$ cat src/common/oag_pkg.sv
package oag_pkg;

  // ----------------------------------------------------------------
  // widths and field layout
  // ----------------------------------------------------------------
  localparam int RF_AW  = 12;
  localparam int PM_AW  = 16;
  localparam logic [3:0] ESC_NIB = 4'he;

  // ----------------------------------------------------------------
  // operand modes
  // ----------------------------------------------------------------
  typedef enum logic [3:0] {
    MD_WREG      = 4'h0,
    MD_WPAIR     = 4'h1,
    MD_REG8      = 4'h2,
    MD_REGPAIR8  = 4'h3,
    MD_IND_WREG  = 4'h4,
    MD_IND_WPAIR = 4'h5,
    MD_IND_REG   = 4'h6,
    MD_IND_RPAIR = 4'h7,
    MD_INDEXED   = 4'h8,
    MD_DIRECT    = 4'h9,
    MD_RELATIVE  = 4'ha,
    MD_IMMEDIATE = 4'hb
  } oag_mode_t;

  typedef enum logic [1:0] {
    RK_REG  = 2'h0,
    RK_PROG = 2'h1,
    RK_PC   = 2'h2,
    RK_DATA = 2'h3
  } oag_kind_t;

  typedef enum logic [1:0] {
    ST_IDLE = 2'h0,
    ST_RD1  = 2'h1,
    ST_RD2  = 2'h2,
    ST_PM   = 2'h3
  } oag_state_t;

  // ----------------------------------------------------------------
  // carriers
  // ----------------------------------------------------------------
  typedef struct packed {
    oag_mode_t         mode;
    logic [7:0]        windowBasePointer;
    logic [7:0]        opA;
    logic [7:0]        opB;
    logic [PM_AW-1:0]  pcOpcode;
    logic [PM_AW-1:0]  pcNext;
    logic              progTarget;
  } oag_req_t;

  typedef struct packed {
    oag_kind_t         kind;
    logic [PM_AW-1:0]  addr;
    logic [7:0]        data;
    logic              bad;
  } oag_res_t;

  typedef struct packed {
    oag_state_t        st;
    oag_req_t          req;
    logic [RF_AW-1:0]  rfAddr;
    logic [PM_AW-1:0]  pmAddr;
    logic [7:0]        hiByte;
    oag_res_t          res;
    logic              resValid;
  } oag_core_t;

  localparam oag_core_t CORE_RST = '0;

endpackage

$ cat src/design/oag_reg_map.sv
`timescale 1ns/10ps
`default_nettype none

module oag_reg_map (
  input  wire logic [7:0]              windowBasePointer,
  input  wire logic [7:0]              regIn,
  output logic [oag_pkg::RF_AW-1:0]    regAddr
);

  // ----------------------------------------------------------------
  // 8-bit register address to register-file address
  // ----------------------------------------------------------------
  always_comb
  begin
    if (regIn[7:4] == oag_pkg::ESC_NIB)
      regAddr = {windowBasePointer[3:0], windowBasePointer[7:4], regIn[3:0]};
    else
      regAddr = {windowBasePointer[3:0], regIn};
  end

endmodule

`default_nettype wire

$ cat src/design/oag_addr_gen.sv
`timescale 1ns/10ps
`default_nettype none

module oag_addr_gen (
  input  wire logic                        clk_sys,
  input  wire logic                        sys_rst,
  input  wire logic                        reqValid,
  input  wire oag_pkg::oag_req_t           req,
  output logic                             reqReady,
  output logic                             rfReq,
  output logic [oag_pkg::RF_AW-1:0]        rfAddr,
  input  wire logic                        rfAck,
  input  wire logic [7:0]                  rfData,
  output logic                             pmReq,
  output logic [oag_pkg::PM_AW-1:0]        pmAddr,
  input  wire logic                        pmAck,
  input  wire logic [7:0]                  pmData,
  output logic                             resValid,
  output oag_pkg::oag_res_t                res
);

  // ----------------------------------------------------------------
  // state
  // ----------------------------------------------------------------
  oag_pkg::oag_core_t              core_ff;
  oag_pkg::oag_core_t              nxt_core;
  logic [oag_pkg::RF_AW-1:0]       mapNew;
  logic [oag_pkg::RF_AW-1:0]       mapHeld;

  oag_reg_map u_map_new (
    .windowBasePointer (req.windowBasePointer),
    .regIn             (req.opA),
    .regAddr           (mapNew)
  );

  oag_reg_map u_map_held (
    .windowBasePointer (core_ff.req.windowBasePointer),
    .regIn             (core_ff.req.opA),
    .regAddr           (mapHeld)
  );

  function automatic logic [oag_pkg::RF_AW-1:0] wrkAddr(input logic [7:0] ptr, input logic [3:0] n);
    wrkAddr = {ptr[3:0], ptr[7:4], n};
  endfunction

  assign reqReady = (core_ff.st == oag_pkg::ST_IDLE);
  assign rfReq    = (core_ff.st == oag_pkg::ST_RD1) || (core_ff.st == oag_pkg::ST_RD2);
  assign pmReq    = (core_ff.st == oag_pkg::ST_PM);
  assign rfAddr   = core_ff.rfAddr;
  assign pmAddr   = core_ff.pmAddr;
  assign resValid = core_ff.resValid;
  assign res      = core_ff.res;

  // ----------------------------------------------------------------
  // next state
  // ----------------------------------------------------------------
  always_comb
  begin
    nxt_core          = core_ff;
    nxt_core.resValid = 1'b0;
    case (core_ff.st)
      oag_pkg::ST_IDLE:
      begin
        if (reqValid)
        begin
          nxt_core.req     = req;
          nxt_core.res     = '0;
          nxt_core.res.bad = 1'b0;
          case (req.mode)
            oag_pkg::MD_WREG:
            begin
              nxt_core.res.kind = oag_pkg::RK_REG;
              nxt_core.res.addr = {4'h0, wrkAddr(req.windowBasePointer, req.opA[3:0])};
              nxt_core.resValid = 1'b1;
            end
            oag_pkg::MD_WPAIR:
            begin
              nxt_core.res.kind = oag_pkg::RK_REG;
              nxt_core.res.addr = {4'h0, wrkAddr(req.windowBasePointer, req.opA[3:0])};
              nxt_core.res.bad  = req.opA[0];
              nxt_core.resValid = 1'b1;
            end
            oag_pkg::MD_REG8, oag_pkg::MD_REGPAIR8:
            begin
              nxt_core.res.kind = oag_pkg::RK_REG;
              nxt_core.res.addr = {4'h0, mapNew};
              nxt_core.resValid = 1'b1;
            end
            oag_pkg::MD_IND_WREG:
            begin
              nxt_core.rfAddr = wrkAddr(req.windowBasePointer, req.opA[3:0]);
              nxt_core.st     = oag_pkg::ST_RD1;
            end
            oag_pkg::MD_IND_WPAIR:
            begin
              // an odd pair is refused without touching the register file
              if (req.opA[0])
              begin
                nxt_core.res.bad  = 1'b1;
                nxt_core.resValid = 1'b1;
              end
              else
              begin
                nxt_core.rfAddr = wrkAddr(req.windowBasePointer, req.opA[3:0]);
                nxt_core.st     = oag_pkg::ST_RD1;
              end
            end
            oag_pkg::MD_IND_REG, oag_pkg::MD_IND_RPAIR:
            begin
              nxt_core.rfAddr = mapNew;
              nxt_core.st     = oag_pkg::ST_RD1;
            end
            oag_pkg::MD_INDEXED:
            begin
              nxt_core.rfAddr = wrkAddr(req.windowBasePointer, req.opB[3:0]);
              nxt_core.st     = oag_pkg::ST_RD1;
            end
            oag_pkg::MD_DIRECT:
            begin
              nxt_core.res.kind = oag_pkg::RK_PC;
              nxt_core.res.addr = {req.opA, req.opB};
              nxt_core.resValid = 1'b1;
            end
            oag_pkg::MD_RELATIVE:
            begin
              nxt_core.res.kind = oag_pkg::RK_PC;
              nxt_core.res.addr = req.pcNext + {{8{req.opB[7]}}, req.opB};
              nxt_core.resValid = 1'b1;
            end
            oag_pkg::MD_IMMEDIATE:
            begin
              nxt_core.pmAddr = req.pcOpcode + 16'h0001;
              nxt_core.st     = oag_pkg::ST_PM;
            end
            default:
            begin
              // unknown mode answers at once, flagged bad
              nxt_core.res.bad  = 1'b1;
              nxt_core.resValid = 1'b1;
            end
          endcase
        end
      end
      oag_pkg::ST_RD1:
      begin
        if (rfAck)
        begin
          case (core_ff.req.mode)
            oag_pkg::MD_IND_WPAIR, oag_pkg::MD_IND_RPAIR:
            begin
              // pairs are stored high byte first
              nxt_core.hiByte = rfData;
              nxt_core.rfAddr = core_ff.rfAddr + 12'h001;
              nxt_core.st     = oag_pkg::ST_RD2;
            end
            oag_pkg::MD_INDEXED:
            begin
              nxt_core.res.kind = oag_pkg::RK_REG;
              nxt_core.res.addr = {4'h0, core_ff.req.windowBasePointer[3:0],
                                   8'(core_ff.req.opA + rfData)};
              nxt_core.resValid = 1'b1;
              nxt_core.st       = oag_pkg::ST_IDLE;
            end
            default:
            begin
              nxt_core.res.kind = oag_pkg::RK_REG;
              nxt_core.res.addr = {4'h0, core_ff.req.windowBasePointer[3:0], rfData};
              nxt_core.resValid = 1'b1;
              nxt_core.st       = oag_pkg::ST_IDLE;
            end
          endcase
        end
      end
      oag_pkg::ST_RD2:
      begin
        if (rfAck)
        begin
          nxt_core.resValid = 1'b1;
          nxt_core.st       = oag_pkg::ST_IDLE;
          if ((core_ff.req.mode == oag_pkg::MD_IND_WPAIR) && !core_ff.req.progTarget)
          begin
            nxt_core.res.kind = oag_pkg::RK_REG;
            nxt_core.res.addr = {4'h0, core_ff.hiByte[3:0], rfData};
          end
          else
          begin
            nxt_core.res.kind = oag_pkg::RK_PROG;
            nxt_core.res.addr = {core_ff.hiByte, rfData};
          end
        end
      end
      oag_pkg::ST_PM:
      begin
        if (pmAck)
        begin
          nxt_core.res.kind = oag_pkg::RK_DATA;
          nxt_core.res.data = pmData;
          nxt_core.resValid = 1'b1;
          nxt_core.st       = oag_pkg::ST_IDLE;
        end
      end
      default:
      begin
        nxt_core.st = oag_pkg::ST_IDLE;
      end
    endcase
  end

  always_ff @(posedge clk_sys)
  begin
    if (sys_rst)
      core_ff <= oag_pkg::CORE_RST;
    else
      core_ff <= nxt_core;
  end

  logic takeNew;
  assign takeNew = reqValid && reqReady;
endmodule

`default_nettype wire

$ cat config.mk
export PLATFORM = sky130hd
export DESIGN_NAME = oag_addr_gen
export DESIGN_NICKNAME = d
export VERILOG_FILES = /design/src/common/oag_pkg.sv /design/src/design/oag_reg_map.sv /design/src/design/oag_addr_gen.sv
export SDC_FILE = /design/constraint.sdc
export NUM_CORES = 1
export LEC_CHECK = 0
export ABC_AREA = 1
export BUFFER_PORTS_ARGS = -buffer_cell sky130_fd_sc_hd__buf_2
export CAP_MARGIN = 20
export CORE_ASPECT_RATIO = 1.75
export CORE_MARGIN = 1
export CORE_UTILIZATION = 56
export CTS_BUF_LIST = sky130_fd_sc_hd__clkbuf_16
export DETAILED_ROUTE_END_ITERATION = 8
export PLACE_DENSITY = 0.88
export SETUP_SLACK_MARGIN = 0.15
export SKIP_LAST_GASP = 1
export SLEW_MARGIN = 20
export SYNTH_ARGS = -nofsm -noshare
export SYNTH_HDL_FRONTEND = slang
export SYNTH_SLANG_ARGS = --single-unit
$ cat constraint.sdc
create_clock -name clk_sys -period 2.24 [get_ports clk_sys]
set_input_delay 0.112 -clock clk_sys [delete_from_list [all_inputs] [get_ports clk_sys]]
set_output_delay 0.112 -clock clk_sys [all_outputs]
set_load 0.1 [all_outputs]
==> results by group <==
CTS
  • Worst-Skew Late Latency: 0.34 ns
  • Clk buf depth: 2
  • # clock sinks: 83
  • CTS tree: yes
  • Root Buffer: clkbuf_16
  • H-tree Lvls: 3
  • Post-CTS Setup Bufs: 0
  • Clock-pin slew on the worst setup and hold paths: about 0.060 ns
  • Num CTS Buffers: 9

Floorplan
  • Die area: ~12000 um2
  • Die Span Y: roughly 140 um
  • Core ar.: between 10000 and 15000 um2
  • Initial core utilization: between 50% and 60%
  • Row count: 50
  • Die boundary width: a little over 80 um
  • Io pins: between 100 and 150

Pwr
  • Flop pwr share: between 20% and 30%
  • Switching part of the total: between 50% and 60%
  • LEAKAGE: 3.633 nW
  • Power Dens Cells: 1145 nW/um2
  • Net switching power figure: 4.333 mW
  • Gate power share: between 50% and 60%
  • Clock power frac: a little under a fifth
  • VDD IR max: ~700 uV
  • Pint: about 3.8 mW

Logic synthesis
  • Most frequent cell after synthesis: nand2_1
  • Post-synth EDFFs: 0
  • Library cells used by synthesis: 43
  • Synth area leaders: dfxtp_1 26%, nand2_1 14%, a21oi_1 7.7%
  • Yosys warnings: 0
  • Synth top cells by count: 231 x nand2_1, 122 x inv_1, 97 x a21oi_1
  • Top cell type's share of synthesized area: a little over a quarter
  • Mapped Cells: between 1000 and 1500
  • Post-synth top flop: dfxtp_1
  • Flops & latches, synth: between 80 and 90
  • Ys async rst share: 0%
  • Syn Nets: about 1100
  • Synth Cell Area: 6294 um2
  • Post-synthesis area per instance: 6.225 um2
  • Post-synth top area cell: dfxtp_1
  • Seq/Total Area, Yosys: 26.40%

Setup path
  • CP Capture Point: res[13]
  • RR Endpoint: res[13]
  • R2R cell count: 12
  • Arr. time, crit path: ~2.2 ns
  • R2r startpoint: core_ff[105]
  • Critical path class: reg -> reg
  • Req. time, crit path: between 2 and 2.5 ns
  • Critical path endpoint category: flop
  • CP Launch Point: core_ff[105]
  • Reg2Reg Setup Slack: 0.30 ns
  • Worst Setup Start Kind: flop
  • Crit Path Max Fanout: 3

GRT
  • Grt ovf: 0
  • Largest net degree at the start of global routing: 28
  • Initial antenna violation count: 0
  • First-pass GRT wire length: about 30 mm
  • GRT Total Usage: about a third
  • Vias in the first global route: 6715

Placed design
  • Place WS: around 0.28 ns
  • Hpwl dp: ~14 mm
  • Routability cong.: approximately 0.91
  • Port bufs: 140
  • Cell Area, Placed: about 6700 um2

Final layout
  • Final core utilization: about 65%
  • Area taken by multi-input logic gates: 3578 um2
  • Share of layout cells above drive strength 1: between 15 and 20%
  • Antenna cell count: 0
  • Area grow syn2layout: 12.33%
  • Design area: approximately 7100 um2
  • Number of fill cells: 1013
  • Nets: about 1200
  • Reg area: 1662 um2

Drt
  • Iteration-0 DRC Markers: approximately 440
  • DR vias: between 6000 and 7000
  • DR WL/cell: around 15 um
  • Final wirelength: 18.20 mm
  • Post-route ant nets: 0
  • DRC Markers: 0
  • Via density per instance: around 5.6
  • 1st-pass router iterations: 7

STA
  • Max Clock Freq: 516.2 MHz
  • Setup violations, final: 0
  • Final period util: between 80% and 90%
  • Final Hold Viols: 0
  • Final min period: between 1.5 and 2 ns
  • Final Max Tran Viols: 0
  • Setup_tns: 0 ns
  • Least-Margin Pin Slew: 0.6765 ns
  • Max-slew headroom: roughly 55%
  • Unrepaired setup endpoints after global routing: no
  • Final worst setup slack: 0.3027 ns
  • Worst Skew: 0.006019 ns

Job
  • Max cap viols: 0

Worst hold path
  • Hold crit path type: in -> reg

Status
  • Status: complete, no violations
-- per-layer routing --
metal	global-route usage, %	up-vias	wire [um]
li1	-	3388	-
met1	32.46	3037	6260
met2	59.77	316	9247
met3	6.538	105	1289
met4	25.30	0	1406
met5	0	-	0
-- stage by stage --
stage / hold slack [ns] / instances / power [mW]
floorplan: 0.2027 / 1011 / 5.883
global placement: 0.3343 / 1212 / 6.445
detailed placement: 0.3384 / 1212 / 6.492
CTS: 0.02368 / 1229 / 8.059
global route: 0.04038 / 1229 / 8.535
finish: 0.02748 / 1229 / 8.095
-- layout by cell type (no fill, tap or decap), types with 3 or more instances in the layout --
| cell | Yosys | routed |
|---|---|---|
| o211ai_1 | 9 | 9 |
| nor3_1 | 6 | 6 |
| o21ai_1 | 19 | 19 |
| buf_4 | 57 | 11 |
| buf_2 | 9 | 140 |
| clkinv_1 | 1 | 3 |
| nor2_1 | 96 | 96 |
| a31oi_1 | 3 | 3 |
| nand2_2 | 3 | 3 |
| and2_1 | 3 | 3 |
| or2_2 | 4 | 4 |
| inv_2 | 15 | 12 |
| xnor2_1 | 6 | 6 |
| ha_1 | 28 | 26 |
| nand2_1 | 231 | 231 |
| nand4_1 | 9 | 9 |
| clkbuf_16 | 0 | 9 |
| dfxtp_1 | 83 | 83 |
| a21oi_1 | 97 | 97 |
| inv_1 | 122 | 124 |
| nand3_1 | 69 | 69 |
| nand3b_1 | 4 | 4 |
| xor2_1 | 8 | 8 |
| nor2_4 | 3 | 3 |
| o21ai_0 | 91 | 91 |
-- critical path, stage by stage, from the launching register on --
cell,delay (ns)
dfxtp_1,0.32
ha_1,0.21
fa_1,0.42
nand2_1,0.08
inv_1,0.05
o21ai_0,0.15
nand2_1,0.09
o21ai_0,0.17
nand2_1,0.07
nand2_1,0.07
nand2_1,0.06
nor2_1,0.11
nor2_1,0.04
-- power by group through the flow --
stage | combinational [mW] | clock [mW] | sequential [mW]
floorplan | 3.87 | 0 | 2.01
global placement | 4.39 | 0 | 2.05
detailed placement | 4.44 | 0 | 2.05
CTS | 4.47 | 1.56 | 2.03
global route | 4.85 | 1.62 | 2.06
finish | 4.51 | 1.55 | 2.03
-- cell type report --
cell class              count  area share [%]
well taps                 130           2.301
clock inverters             7           1.186
multi-input cells         708           50.62
flip-flops and latches     83           23.50
inverters                 138           7.416
repair buffers            154           11.79
clock buffers               9           3.186
-- state kept, by name, summed over array words and instances, names as in the netlist --
register	count
resValid	1
res	27
rfAddr	12
pmAddr	16
core_ff	27
-- logic make-up (layout without fill, tap and decap cells) --
logic type                 Yosys count  count (layout)  share of synthesized area, %
adders and majority gates           30              30                         6.203
buffers and inverters              220             308                         16.82
and+or+nand+nor                    435             435                         29.38
DFF                                 83              83                         26.40
xor gates and xnor gates            14              14                         1.948
AOI/OAI and AO/OA                  229             229                         19.24
-- what timing repair did --
action / 4_1_cts / 5_1_grt
hold endpoints to repair: 1 / 0
hold buffers: 1 / 0
endpoints found under the setup margin: 0 / 11
resized for setup: 0 / 5
-- worst min path at each step --
stage | to | depth (start not counted) | startpoint | slack (ns)
after global routing | res[2] | 3 | pmData[1] | 0.04
after global placement | pmAddr[0] | 2 | req[17] | 0.33
after CTS | core_ff[64] | 3 | req[0] | 0.02
after detailed placement | pmAddr[0] | 2 | req[17] | 0.34
final | core_ff[64] | 3 | req[0] | 0.03
after floorplan | pmAddr[0] | 1 | req[17] | 0.20
Note: power is estimated with default switching activity, not from simulation.
